$ cat src/design/dpdc_defines.svh
`ifndef DPDC_DEFINES_SVH
`define DPDC_DEFINES_SVH

// Register port widths
`define DPDC_ADDR_W 8
`define DPDC_DATA_W 8

// Register offsets
`define DPDC_ADDR_FB_CASCADE 8'h03
`define DPDC_ADDR_FS_BYPASS 8'h0A
`define DPDC_ADDR_PUMP1 8'h10
`define DPDC_ADDR_OSC_OUT 8'h11
`define DPDC_ADDR_PUMP2 8'h12
`define DPDC_ADDR_SFB_LO 8'h20
`define DPDC_ADDR_SFB_HI 8'h21
`define DPDC_ADDR_PREDIV 8'h22
`define DPDC_ADDR_SEL 8'h23
`define DPDC_ADDR_STATUS 8'h24

// Writable bit masks, reserved positions are zero
`define DPDC_MASK_FB_CASCADE 8'h81
`define DPDC_MASK_FS_BYPASS 8'h01
`define DPDC_MASK_PUMP1 8'hDF
`define DPDC_MASK_OSC_OUT 8'hFF
`define DPDC_MASK_PUMP2 8'h7F
`define DPDC_MASK_SFB_HI 8'h01
`define DPDC_MASK_PREDIV 8'h3F
`define DPDC_MASK_SEL 8'h03

// Reset values
`define DPDC_RST_FB_CASCADE 8'h00
`define DPDC_RST_FS_BYPASS 8'h00
`define DPDC_RST_PUMP1 8'h58
`define DPDC_RST_OSC_OUT 8'h00
`define DPDC_RST_PUMP2 8'h00
`define DPDC_RST_SFB 9'h018
`define DPDC_RST_PREDIV 6'h00
`define DPDC_RST_SEL 8'h00

// Field positions
`define DPDC_BIT_CASCADE 0
`define DPDC_BIT_MV1_MSB 7
`define DPDC_BIT_BYPASS 0
`define DPDC_BIT_DOUBLER 0
`define DPDC_BIT_OSC 1
`define DPDC_BIT_SFB_HI 0

// Status byte bit positions
`define DPDC_STAT_VALID 0
`define DPDC_STAT_BYPASS 1
`define DPDC_STAT_DOUBLER 2
`define DPDC_STAT_ALT_OSC 3
`define DPDC_STAT_PLL_EN 4
`define DPDC_STAT_CASCADE 5

// Limits
`define DPDC_SFB_MIN 9'h008
`define DPDC_PREDIV_OFF 6'h00

`endif

$ cat src/design/dpdc_pkg.sv
package dpdc_pkg;

    typedef enum logic [0:0] {
        DPDC_OSC_LOWER = 1'b0,
        DPDC_OSC_ALT = 1'b1
    } dpdc_osc_t;

    typedef enum logic [0:0] {
        DPDC_FB_PRIMARY = 1'b0,
        DPDC_FB_PRODUCT = 1'b1
    } dpdc_fb_path_t;

endpackage

$ cat src/design/dpdc_path_decode.sv
`include "dpdc_defines.svh"
`timescale 1ns/10ps
`default_nettype none

module dpdc_path_decode (
    input wire logic doubler_select,
    input wire logic [5:0] second_input_prediv,
    input wire dpdc_pkg::dpdc_osc_t oscillator_range_select,
    input wire dpdc_pkg::dpdc_fb_path_t feedback_cascade_bit,
    input wire logic first_stage_bypass_bit,
    output logic prediv_bypass,
    output logic doubler_en,
    output logic lower_osc_en,
    output logic alternate_osc_en,
    output logic feedback_cascade_en,
    output logic first_stage_pll_en,
    output logic first_stage_route_around
);
    import dpdc_pkg::*;

    // Doubler overrides the pre-divider, zero also bypasses it
    assign doubler_en = doubler_select;
    assign prediv_bypass = doubler_select || (second_input_prediv == `DPDC_PREDIV_OFF);

    assign lower_osc_en = (oscillator_range_select == DPDC_OSC_LOWER);
    assign alternate_osc_en = (oscillator_range_select == DPDC_OSC_ALT);

    assign feedback_cascade_en = (feedback_cascade_bit == DPDC_FB_PRODUCT);

    assign first_stage_route_around = first_stage_bypass_bit;
    assign first_stage_pll_en = !first_stage_bypass_bit;
endmodule

`default_nettype wire

$ cat src/design/dpdc_config_regs.sv
// Operation
// - 9-bit second feedback divide, 8..511, reset 24
// - 6-bit pre-divide; zero default bypasses it
// - Doubler off: feed input through pre-divider
// - Doubler on: doubled input, pre-divider ignored
// - Range bit 0 selects lower oscillator
// - Range bit 1 selects alternate oscillator
// - Cascade bit picks primary or product feedback
// - Bypass bit disables first stage PLL
`include "dpdc_defines.svh"
`timescale 1ns/10ps
`default_nettype none

module dpdc_config_regs (
    input wire logic ref_clk,
    input wire logic rst,
    input wire logic [`DPDC_ADDR_W-1:0] reg_addr,
    input wire logic [`DPDC_DATA_W-1:0] reg_wdata,
    input wire logic reg_wr,
    input wire logic reg_rd,
    output logic [`DPDC_DATA_W-1:0] reg_rdata,
    output logic [8:0] second_feedback_div,
    output logic second_feedback_valid,
    output logic [5:0] second_input_prediv,
    output logic prediv_bypass,
    output logic doubler_en,
    output logic lower_osc_en,
    output logic alternate_osc_en,
    output logic feedback_cascade_en,
    output logic secondary_feedback_msb,
    output logic first_stage_pll_en,
    output logic first_stage_route_around,
    output logic [`DPDC_DATA_W-1:0] first_stage_pump_cfg,
    output logic [`DPDC_DATA_W-1:0] osc_output_cfg,
    output logic [`DPDC_DATA_W-1:0] second_stage_pump_cfg
);
    import dpdc_pkg::*;

    logic [`DPDC_DATA_W-1:0] feedback_cascade_ctrl_reg;
    logic [`DPDC_DATA_W-1:0] first_stage_bypass_ctrl_reg;
    logic [`DPDC_DATA_W-1:0] first_stage_pump_ctrl_reg;
    logic [`DPDC_DATA_W-1:0] osc_output_offset_ctrl_reg;
    logic [`DPDC_DATA_W-1:0] second_stage_pump_ctrl_reg;
    logic [8:0] second_feedback_div_reg;
    logic [5:0] second_input_prediv_reg;
    logic [`DPDC_DATA_W-1:0] path_select_reg;
    logic [`DPDC_DATA_W-1:0] status_next;
    logic [`DPDC_DATA_W-1:0] rdata_next;
    logic [`DPDC_DATA_W-1:0] reg_rdata_reg;
    dpdc_osc_t osc_sel;
    dpdc_fb_path_t fb_sel;

    // Keep only the implemented bits of a written byte
    function automatic logic [`DPDC_DATA_W-1:0] keep_bits(
        input logic [`DPDC_DATA_W-1:0] data,
        input logic [`DPDC_DATA_W-1:0] mask
    );
        keep_bits = data & mask;
    endfunction

    function automatic logic wr_hit(
        input logic wr,
        input logic [`DPDC_ADDR_W-1:0] addr,
        input logic [`DPDC_ADDR_W-1:0] target
    );
        wr_hit = wr && (addr == target);
    endfunction

    // Cascade select and secondary divider MSB
    always_ff @(posedge ref_clk or posedge rst) begin
        if (rst) begin
            feedback_cascade_ctrl_reg <= `DPDC_RST_FB_CASCADE;
        end else if (wr_hit(reg_wr, reg_addr, `DPDC_ADDR_FB_CASCADE)) begin
            feedback_cascade_ctrl_reg <= keep_bits(reg_wdata, `DPDC_MASK_FB_CASCADE);
        end
    end

    // First stage bypass
    always_ff @(posedge ref_clk or posedge rst) begin
        if (rst) begin
            first_stage_bypass_ctrl_reg <= `DPDC_RST_FS_BYPASS;
        end else if (wr_hit(reg_wr, reg_addr, `DPDC_ADDR_FS_BYPASS)) begin
            first_stage_bypass_ctrl_reg <= keep_bits(reg_wdata, `DPDC_MASK_FS_BYPASS);
        end
    end

    // First stage pump byte
    always_ff @(posedge ref_clk or posedge rst) begin
        if (rst) begin
            first_stage_pump_ctrl_reg <= `DPDC_RST_PUMP1;
        end else if (wr_hit(reg_wr, reg_addr, `DPDC_ADDR_PUMP1)) begin
            first_stage_pump_ctrl_reg <= keep_bits(reg_wdata, `DPDC_MASK_PUMP1);
        end
    end

    // Oscillator output byte
    always_ff @(posedge ref_clk or posedge rst) begin
        if (rst) begin
            osc_output_offset_ctrl_reg <= `DPDC_RST_OSC_OUT;
        end else if (wr_hit(reg_wr, reg_addr, `DPDC_ADDR_OSC_OUT)) begin
            osc_output_offset_ctrl_reg <= keep_bits(reg_wdata, `DPDC_MASK_OSC_OUT);
        end
    end

    // Second stage pump byte
    always_ff @(posedge ref_clk or posedge rst) begin
        if (rst) begin
            second_stage_pump_ctrl_reg <= `DPDC_RST_PUMP2;
        end else if (wr_hit(reg_wr, reg_addr, `DPDC_ADDR_PUMP2)) begin
            second_stage_pump_ctrl_reg <= keep_bits(reg_wdata, `DPDC_MASK_PUMP2);
        end
    end

    // Second stage feedback divider, split over two bytes
    always_ff @(posedge ref_clk or posedge rst) begin
        if (rst) begin
            second_feedback_div_reg <= `DPDC_RST_SFB;
        end else begin
            if (wr_hit(reg_wr, reg_addr, `DPDC_ADDR_SFB_LO)) begin
                second_feedback_div_reg[7:0] <= reg_wdata;
            end
            if (wr_hit(reg_wr, reg_addr, `DPDC_ADDR_SFB_HI)) begin
                second_feedback_div_reg[8] <= reg_wdata[`DPDC_BIT_SFB_HI];
            end
        end
    end

    // Second stage pre-divider
    always_ff @(posedge ref_clk or posedge rst) begin
        if (rst) begin
            second_input_prediv_reg <= `DPDC_RST_PREDIV;
        end else if (wr_hit(reg_wr, reg_addr, `DPDC_ADDR_PREDIV)) begin
            second_input_prediv_reg <= reg_wdata[5:0];
        end
    end

    // Doubler and oscillator range selects
    always_ff @(posedge ref_clk or posedge rst) begin
        if (rst) begin
            path_select_reg <= `DPDC_RST_SEL;
        end else if (wr_hit(reg_wr, reg_addr, `DPDC_ADDR_SEL)) begin
            path_select_reg <= keep_bits(reg_wdata, `DPDC_MASK_SEL);
        end
    end

    assign osc_sel = dpdc_osc_t'(path_select_reg[`DPDC_BIT_OSC]);
    assign fb_sel = dpdc_fb_path_t'(feedback_cascade_ctrl_reg[`DPDC_BIT_CASCADE]);

    dpdc_path_decode u_decode (
        .doubler_select(path_select_reg[`DPDC_BIT_DOUBLER]),
        .second_input_prediv(second_input_prediv_reg),
        .oscillator_range_select(osc_sel),
        .feedback_cascade_bit(fb_sel),
        .first_stage_bypass_bit(first_stage_bypass_ctrl_reg[`DPDC_BIT_BYPASS]),
        .prediv_bypass(prediv_bypass),
        .doubler_en(doubler_en),
        .lower_osc_en(lower_osc_en),
        .alternate_osc_en(alternate_osc_en),
        .feedback_cascade_en(feedback_cascade_en),
        .first_stage_pll_en(first_stage_pll_en),
        .first_stage_route_around(first_stage_route_around)
    );

    assign second_feedback_valid = (second_feedback_div_reg >= `DPDC_SFB_MIN);

    // Read-only view of the decoded paths
    always_comb begin
        status_next = '0;
        status_next[`DPDC_STAT_VALID] = second_feedback_valid;
        status_next[`DPDC_STAT_BYPASS] = prediv_bypass;
        status_next[`DPDC_STAT_DOUBLER] = doubler_en;
        status_next[`DPDC_STAT_ALT_OSC] = alternate_osc_en;
        status_next[`DPDC_STAT_PLL_EN] = first_stage_pll_en;
        status_next[`DPDC_STAT_CASCADE] = feedback_cascade_en;
    end

    // Read decode, unmapped addresses return zero
    always_comb begin
        rdata_next = '0;
        case (reg_addr)
            `DPDC_ADDR_FB_CASCADE: rdata_next = feedback_cascade_ctrl_reg;
            `DPDC_ADDR_FS_BYPASS: rdata_next = first_stage_bypass_ctrl_reg;
            `DPDC_ADDR_PUMP1: rdata_next = first_stage_pump_ctrl_reg;
            `DPDC_ADDR_OSC_OUT: rdata_next = osc_output_offset_ctrl_reg;
            `DPDC_ADDR_PUMP2: rdata_next = second_stage_pump_ctrl_reg;
            `DPDC_ADDR_SFB_LO: rdata_next = second_feedback_div_reg[7:0];
            `DPDC_ADDR_SFB_HI: rdata_next = {7'h00, second_feedback_div_reg[8]};
            `DPDC_ADDR_PREDIV: rdata_next = {2'h0, second_input_prediv_reg};
            `DPDC_ADDR_SEL: rdata_next = path_select_reg;
            `DPDC_ADDR_STATUS: rdata_next = status_next;
            default: rdata_next = '0;
        endcase
    end

    // Read data valid only in the cycle after the strobe
    always_ff @(posedge ref_clk or posedge rst) begin
        if (rst) begin
            reg_rdata_reg <= '0;
        end else if (reg_rd) begin
            reg_rdata_reg <= rdata_next;
        end else begin
            reg_rdata_reg <= '0;
        end
    end

    assign reg_rdata = reg_rdata_reg;
    assign second_feedback_div = second_feedback_div_reg;
    assign second_input_prediv = second_input_prediv_reg;
    assign secondary_feedback_msb = feedback_cascade_ctrl_reg[`DPDC_BIT_MV1_MSB];
    assign first_stage_pump_cfg = first_stage_pump_ctrl_reg;
    assign osc_output_cfg = osc_output_offset_ctrl_reg;
    assign second_stage_pump_cfg = second_stage_pump_ctrl_reg;
endmodule

`default_nettype wire

$ cat config.mk
export PLATFORM = sky130hd
export DESIGN_NAME = dpdc_config_regs
export DESIGN_NICKNAME = d
export VERILOG_FILES = /design/src/design/dpdc_pkg.sv /design/src/design/dpdc_path_decode.sv /design/src/design/dpdc_config_regs.sv
export VERILOG_INCLUDE_DIRS = /design/src /design/src/design
export SDC_FILE = /design/constraint.sdc
export NUM_CORES = 1
export LEC_CHECK = 0
export BUFFER_PORTS_ARGS = -buffer_cell sky130_fd_sc_hd__buf_4
export CORE_MARGIN = 2
export CORE_UTILIZATION = 50
export CTS_BUF_LIST = sky130_fd_sc_hd__clkbuf_8
export DETAILED_ROUTE_END_ITERATION = 10
export GPL_TIMING_DRIVEN = 0
export PLACE_DENSITY = 0.74
export SYNTH_ARGS = -nofsm -noshare
export SYNTH_HDL_FRONTEND = slang
export SYNTH_SLANG_ARGS = --single-unit
$ cat constraint.sdc
create_clock -name ref_clk -period 4.5 [get_ports ref_clk]
set_input_delay 0.9 -clock ref_clk [delete_from_list [all_inputs] [get_ports ref_clk]]
set_output_delay 0.9 -clock ref_clk [all_outputs]
set_load 0.01 [all_outputs]
* Word level (Yosys, flattened, before mapping) *
Cells that the tools add are included.

cells by class
  $add $sub $neg = 0
  multipliers = 0
  div/mod/pow operators = 0
  order comparisons = 1
  equal/unequal tests = 10
  shift-type cells = 0
  muxes and demuxes = 2
  bitwise operators = 1
  reductions and logical operators = 12

operator list
  operator            count
  $pmux 8 s10         1
  $eq 8x6->1 const B  5
  $eq 8x5->1 const B  3
  $ge 9x4->1 const B  1
  $logic_and 1x1->1   9
  $eq 8x2->1 const B  1
  $eq 8x4->1 const B  1
  $mux 8              1
  $logic_not 6->1     1
  $logic_not 1->1     1
  $logic_or 1x1->1    1
  $not 1->1           1

storage, ports and cells
  register bits after elaboration = 50
  bits in latches = 0
  bits in writable memories = 0
  bits in read-only memories = 0
  input port bits = 20
  output and inout port bits = 56
  word-level logic and storage cells = 36
  memories kept = 0

* Depth between registers and ports, before layout *
Gate-level depths: netlist (run 1).

  depth after elaboration = 4
  mapped depth = 6
  gate-level depth less buffers = 4

* Modules after synthesis *
A second synthesis (run 1) with hierarchy kept.

unflattened totals
  cell total of the unflattened synthesis = 204
  area total of the unflattened synthesis = 2,459.9 µm²

by module, submodules not included
  module            instances  cells an instance  area each (µm²)  sequential area each (µm²)
  dpdc_config_regs  1          195                2,404.8          1,257.5
  dpdc_path_decode  1          9                  55.1             0.0

* Worst setup path before layout (run 1) *
Ideal clock, no wire load.

  path kind = input -> register
  start = input port reg_addr[3]
  end = register osc_output_offset_ctrl_reg[0], in the netlist osc_output_cfg[0]
  setup time = 0.125 ns
  arrival time = 2.461 ns
  required time = 4.375 ns
  slack = 1.915 ns
  stages on the path = 5
  buffers on the path = 1
  path through = buf_4 or4_4 nor4b_4 nand2_4 mux2_2

between the ends
  cells in the longest elaborated chain, start to end = 2

ends and longest elaborated chain
  what                  line                     RTL
  from (decl)           dpdc_config_regs.sv:17   input wire logic [`DPDC_ADDR_W-1:0] reg_addr,
  $eq 8x5->1            dpdc_config_regs.sv:66   wr_hit = wr && (addr == target);
  $logic_and 1x1->1     dpdc_config_regs.sv:66
  to (signal assigned)  dpdc_config_regs.sv:99   osc_output_offset_ctrl_reg <= `DPDC_RST_OSC_OUT;
  to (signal assigned)  dpdc_config_regs.sv:101  osc_output_offset_ctrl_reg <= keep_bits(reg_wdata, `DPDC_MASK_OSC_OUT);
  to (decl)             dpdc_config_regs.sv:42   logic [`DPDC_DATA_W-1:0] osc_output_offset_ctrl_reg;

No other way between the ends.
A chain may end at the register's enable or synchronous reset.

* Worst setup path in the final report (run 1) *
  start = input port reg_addr[2]
  end = register first_stage_pump_ctrl_reg[2], in the netlist first_stage_pump_cfg[2]

between the ends
  cells in the longest elaborated chain, start to end = 2

ends and longest elaborated chain
  what                  line                    RTL
  $eq 8x5->1            dpdc_config_regs.sv:66
  $logic_and 1x1->1     dpdc_config_regs.sv:66
  to (signal assigned)  dpdc_config_regs.sv:90  first_stage_pump_ctrl_reg <= `DPDC_RST_PUMP1;
  to (signal assigned)  dpdc_config_regs.sv:92  first_stage_pump_ctrl_reg <= keep_bits(reg_wdata, `DPDC_MASK_PUMP1);
  to (decl)             dpdc_config_regs.sv:41  logic [`DPDC_DATA_W-1:0] first_stage_pump_ctrl_reg;

No other way between the ends.

==> flow_summary_export.csv, run 1 <==
group,metric,value,unit
status,status,"finished, final reports clean",
timing,finalCriticalPeriod,2.91,ns
drt,post-route-drc-count,0,
critical_path,timing.rr.start,"second_input_prediv[0]",
synth,synth_edf_count,0,
drt,drt_iter0_markers,204,
floorplanning,io_pins,76,
timing,tns,0,ns
clocking,path_clk_slew,0.09,ns
timing,final_hold_viol_count,0,
critical_path,crit_start,"reg_addr[2]",
synth,syn-instance-count,217,
global_route,grt_max_degree,27,
global_route,gr-total-overflow,0,
critical_path,crit_path_max_fanout,7,
timing,slew-limit-headroom,0.386,
floorplanning,fp.dieW,75.2,um
placement,gp_congestion,0.906,
final_layout,drive_above_1_share,0.461,
timing,fin_crit_sh,0.646,
critical_path,arrival,3.08,ns
floorplanning,die_h,75.2,um
timing,clock.fmax,0.344,GHz
drt,routed_wl,6860,um
min_path,hold_start,"first_stage_pump_cfg[0]",
drt,wl_per_cell,18.8,um
synth,synth.distinct_cells,45,
clocking,cts_buffers,5,
global_route,grt_antenna_before_repair,0,
placement,pre_cts_slack,1.38,ns
timing,finalSetupViolations,0,
placement,dpl.hpwl,4930,um
drt,dr.pass1.iters,6,
clocking,hold_buffers,0,
critical_path,criticalPathCategory,"in2reg",
clocking,cts_sinks,50,
final_layout,diodes,0,
floorplanning,rows,25,
final_layout,largest_reg_flops,9,
synth,ys.flop_type,"dfrtp_1",
timing,finalClockSkew,0.00839,ns
power,powerDensity,289,mW/mm2
min_path,worstHoldEndpoint,"first_stage_pump_cfg[0]",
clocking,cts_resized,0,
critical_path,r2r_setup_slack,3.12,ns
critical_path,required,4.68,ns
timing,holdWs,0.544,ns
timing,maxSlewViolCount,0,
global_route,grt_pass1_vias,1983,
drt,via_per_inst,5.86,
final_layout,fin_nets,316,
clocking,cts_setup_buffers,0,
min_path,min_path_cells,1,
critical_path,worstSetupStartpointType,"input pin",
floorplanning,start_util,0.525,
global_route,grtUsageTotal,0.249,
synth,ys_async_sr_fraction,1.00,
critical_path,crit_path_end_kind,"flip-flop",
placement,io_buffers,70,
synth,avgSynthCellArea,11.7,um2
floorplanning,coreArea,0.00482,mm2
critical_path,worstReg2RegEnd,"reg_rdata[1]",
clocking,clock_path_buffers,2,
drt,postRouteAntennaNets,0,
drt,vias,2132,
min_path,holdCritPathClass,"reg2reg",
clocking,insertion_delay,0.29,ns
clocking,root_buffer,"clkbuf_8",
flow_run,drv_cap,0,
global_route,grt_pass1_wl,10500,um
timing,worstMarginPinSlew,0.913,ns
power,p_leak,1.57,nW
clocking,cts_tree,"built",
synth,ys_seq_elements,50,
timing,rsz0062_at_grt,"false",
power,ir_drop,0.000220,V
critical_path,worstRegToRegCells,4,
clocking,h-tree-depth,2,
timing,setup_ws,1.59,ns
synth,synth_area,0.00253,mm2
synth,seq_area_frac_synth,0.497,
final_layout,fillers,415,
synth,yosys_warnings,0,
final_layout,area_growth,29.6,%
floorplanning,dieArea,0.00565,mm2
[worst max-delay path, cell delays in order]
cell	delay (ns)
buf_4	0.12
nor4_1	0.79
and2_1	0.22
buf_2	0.19
nand3_1	0.43
mux2_2	0.45
[final cells by class]
cell class / instances / area (um2) / share of cell area
Tap cell: 67 / 83.8 / 0.0256
Timing Repair Buffer: 71 / 546 / 0.166
Clock buffer: 6 / 82.6 / 0.0252
Multi-Input combinational cell: 149 / 1180 / 0.361
Clock inverter: 2 / 33.8 / 0.0103
Sequential cell: 50 / 1260 / 0.383
Inverter: 5 / 18.8 / 0.00572
Buffer: 14 / 73.8 / 0.0225
[cells in the final DEF, fill, tap and decap left out, types with 2 or more instances in the layout]
| cell type | count |
|---|---|
| nand4_1 | 5 |
| a31oi_1 | 3 |
| xnor2_1 | 2 |
| nor3_1 | 2 |
| a22o_1 | 2 |
| nand2b_1 | 2 |
| dfstp_2 | 5 |
| nor4_1 | 6 |
| buf_4 | 73 |
| conb_1 | 2 |
| buf_2 | 2 |
| and3_1 | 2 |
| or3_1 | 3 |
| nand3b_1 | 2 |
| o21ai_0 | 4 |
| and2_1 | 2 |
| mux2_2 | 43 |
| clkbuf_1 | 7 |
| a32oi_1 | 3 |
| a41oi_1 | 2 |
| a21oi_1 | 5 |
| a22oi_1 | 4 |
| nand3_1 | 9 |
| nand4b_1 | 4 |
| nor2b_1 | 3 |
| inv_1 | 5 |
| or4_1 | 2 |
| dfrtp_1 | 45 |
| clkbuf_8 | 6 |
| nor2_1 | 9 |
| mux2i_1 | 4 |
| nand2_1 | 9 |
| a21o_1 | 4 |
[stage by stage]
step | cells | power, mW | cell area, um2 | util
after detailed placement | 356 | 0.635 | 3160 | 0.657
after floorplan | 218 | 0.561 | 2530 | -
final | 364 | 0.948 | 3280 | 0.681
after global placement | 355 | 0.631 | 3140 | 0.653
after global routing | 364 | 0.982 | 3280 | 0.681
after CTS | 364 | 0.951 | 3280 | 0.681
[report_power, final]
group	leakage [nW]	switching, mW	internal [mW]	total, mW
Combinational	0.835	0.0714	0.0685	0.140
Sequential	0.674	0.0190	0.469	0.488
Clock	0.0626	0.141	0.179	0.320
[per-layer routing]
metal	track usage	vias up	wire, um	share of wire
li1	-	968	-	-
met1	0.366	1028	3000	0.44
met2	0.389	124	3220	0.47
met3	0.0402	12	575	0.084
met4	0.0585	0	70	0.010
met5	0	-	0	0
[cell families after synthesis]
logic type | after synthesis | synth area share
and+or+nand+nor | 67 | 0.165
DFF | 50 | 0.497
muxes | 47 | 0.207
AOI/OAI and AO/OA | 31 | 0.0865
buffers and inverters | 19 | 0.0366
xor gates and xnor gates | 2 | 0.00692
other | 1 | 0.00148
[cells in the mapped netlist, types with 4 or more instances]
master | number | area share
a21oi_1 | 5 | 0.0099
mux2i_1 | 4 | 0.016
inv_1 | 5 | 0.0074
a22oi_1 | 4 | 0.012
nand3_1 | 9 | 0.018
dfstp_2 | 5 | 0.052
nor2_1 | 9 | 0.013
nand2_1 | 9 | 0.013
nand4b_1 | 4 | 0.014
nand4_1 | 5 | 0.012
dfrtp_1 | 45 | 0.44
clkbuf_1 | 7 | 0.010
a21o_1 | 4 | 0.012
o21ai_0 | 4 | 0.0079
nor4_1 | 6 | 0.015
mux2_2 | 43 | 0.19
[worst max-delay path by stage]
stage                                to  slack (ns)  cells after the start
5_1_grt        second_stage_pump_cfg[1]        1.48                      5
4_1_cts        second_stage_pump_cfg[1]        1.68                      5
3_5_place_dp   second_stage_pump_cfg[4]        1.38                      5
3_3_place_gp   second_stage_pump_cfg[5]        1.34                      5
6_report        first_stage_pump_cfg[2]        1.59                      6
2_1_floorplan         osc_output_cfg[0]        1.91                      5
No activity file was read; power rests on OpenSTA's default activity.
==> run 2: changes to the inputs <==
--- a/config.mk
+++ b/config.mk
@@ -8,7 +8,7 @@
 export LEC_CHECK = 0
 export BUFFER_PORTS_ARGS = -buffer_cell sky130_fd_sc_hd__buf_4
 export CORE_MARGIN = 2
-export CORE_UTILIZATION = 50
+export CORE_UTILIZATION = 48
 export CTS_BUF_LIST = sky130_fd_sc_hd__clkbuf_8
 export DETAILED_ROUTE_END_ITERATION = 10
 export GPL_TIMING_DRIVEN = 0
==> constraint.sdc (replaced) <==
create_clock -name ref_clk -period 2.4 [get_ports ref_clk]
set_input_delay 0.48 -clock ref_clk [delete_from_list [all_inputs] [get_ports ref_clk]]
set_output_delay 0.48 -clock ref_clk [all_outputs]
set_load 0.01 [all_outputs]
==> run 2 against run 1 <==
Compared with the run above:
- wire length grew 1.6%
- global-route usage shrank 0.73 points
- register-to-register slack lost 2.1 ns
- sequential share of layout area is essentially flat
- sequential power grew 88%
- critical path depth is the same
- first-iteration DRC count grew 17%
- non-clock buffer count is the same
- combinational power grew 89%
==> flow_summary_export.csv, run 2 (synthesis results as in run 1) <==
group,metric,value,unit
min_path,holdCritPathClass,"in2async",
timing,maxSlewViolCount,0,
timing,rsz0062_at_grt,"false",
critical_path,criticalPathCategory,"in2reg",
critical_path,worstReg2RegEnd,"reg_rdata[1]",
clocking,cts_buffers,5,
critical_path,crit_path_frequent_cell,"buf_4",
placement,io_buffers,70,
floorplanning,io_pins,76,
drt,dr.pass1.iters,5,
clocking,h-tree-depth,2,
status,status,"finished, final reports clean",
critical_path,arrival,2.52,ns
timing,finalClockSkew,0.00602,ns
timing,clock.fmax,0.429,GHz
final_layout,layout_commonest_cell,"buf_4",
timing,tns,0,ns
clocking,insertion_delay,0.31,ns
global_route,grtUsageTotal,0.241,
placement,dp_cells,359,
final_layout,multi_input_area,0.00119,mm2
critical_path,critPathTopFamily,"simple AND/OR/NAND/NOR gates",
power,ir_drop,0.000384,V
final_layout,utilization,0.643,
drt,drt_iter0_markers,239,
critical_path,worstRegToRegCells,4,
final_layout,stdcell_count,367,
critical_path,path_buf_inv,2,
global_route,grt_pass1_vias,1981,
critical_path,slowest_stage,"nor4b_4",
power,powerDensity,538,mW/mm2
final_layout,diodes,0,
final_layout,fillers,433,
critical_path,worstSetupStartpointType,"input pin",
critical_path,r2r_setup_slack,1.04,ns
flow_run,drv_cap,0,
critical_path,critPathMaxStageDelay,0.65,ns
clocking,root_buffer,"clkbuf_8",
clocking,path_clk_slew,0.09,ns
drt,via_per_inst,5.93,
placement,gp_congestion,0.893,
final_layout,fin_nets,316,
drt,routed_wl,6970,um
clocking,hold_buffers,0,
floorplanning,die_h,76.6,um
floorplanning,rows,26,
final_layout,drive_above_1_share,0.465,
timing,finalCriticalPeriod,2.33,ns
critical_path,timing.rr.start,"second_input_prediv[1]",
global_route,gr-total-overflow,0,
critical_path,crit_path_end_kind,"flip-flop",
timing,worstMarginPinSlew,0.904,ns
drt,wl_per_cell,19.0,um
final_layout,largest_reg_flops,9,
timing,finalSetupViolations,0,
power,p_leak,1.57,nW
floorplanning,fp.dieW,76.6,um
floorplanning,start_util,0.496,
final_layout,final_cell_mix,"73 x buf_4, 45 x dfrtp_1, 43 x mux2_2, 9 x nand2_1, 9 x nand3_1",
power,fin_total_pwr,1.77,mW
final_layout,seqCellArea,0.00126,mm2
timing,final_hold_viol_count,0,
timing,fin_crit_sh,0.972,
global_route,grt_antenna_before_repair,0,
drt,postRouteAntennaNets,0,
clocking,clock_path_buffers,2,
drt,vias,2177,
critical_path,crit_chain,"buf_4 -> buf_4 -> or4_4 -> nor4b_4 -> nand2_4 -> mux2_2",
critical_path,required,2.59,ns
global_route,grt_pass1_wl,11000,um
global_route,grt_max_degree,29,
drt,post-route-drc-count,0,
final_layout,area_growth,29.7,%
floorplanning,dieArea,0.00587,mm2
floorplanning,coreArea,0.00511,mm2
clocking,cts_sinks,50,
clocking,cts_tree,"built",
clocking,cts_resized,0,
placement,dpl.hpwl,4910,um
critical_path,crit_path_max_fanout,10,
clocking,cts_setup_buffers,0,
timing,slew-limit-headroom,0.397,
-- run 2: power by group --
| part | switching [mW] | leakage (nW) | internal [mW] |
|---|---|---|---|
| clock network | 0.282 | 0.0607 | 0.304 |
| logic | 0.135 | 0.835 | 0.129 |
| registers | 0.0361 | 0.674 | 0.879 |
-- run 2: area by class of cell --
class,count,share of cell area
buffer,14,0.0225
clock inverter,3,0.0114
multi-input combinational,149,0.364
timing repair buffer,71,0.166
clock buffer,5,0.0210
tap,70,0.0267
inverter,5,0.00572
sequential,50,0.383
-- run 2: worst max-delay path by stage --
stage                     start                       end  slack, ns  cells past startpoint
finish              reg_addr[3]         osc_output_cfg[0]       0.07                      6
detailed placement  reg_addr[2]  second_stage_pump_cfg[2]      -0.31                      5
global route        reg_addr[4]   first_stage_pump_cfg[7]      0.008                      6
CTS                 reg_addr[2]  second_stage_pump_cfg[5]      0.005                      5
floorplan           reg_addr[3]         osc_output_cfg[0]       0.23                      5
global placement    reg_addr[2]  second_stage_pump_cfg[5]      -0.35                      5
-- run 2: metrics by stage --
| stage | setup WS [ns] | cell area, um2 | hold slack, ns |
|---|---|---|---|
| after CTS | 0.00462 | 3270 | 0.210 |
| after global routing | 0.00806 | 3280 | 0.241 |
| after detailed placement | -0.308 | 3170 | 0.529 |
| after floorplan | 0.235 | 2530 | 0.564 |
| after global placement | -0.352 | 3150 | 0.527 |
| final | 0.0677 | 3280 | 0.201 |
-- run 2: per-layer routing --
layer | share of wire | wire, um | track usage
met1 | 0.43 | 2990 | 0.346
met2 | 0.47 | 3270 | 0.366
met3 | 0.079 | 552 | 0.0450
met4 | 0.023 | 157 | 0.0891
met5 | 0 | 0 | 0
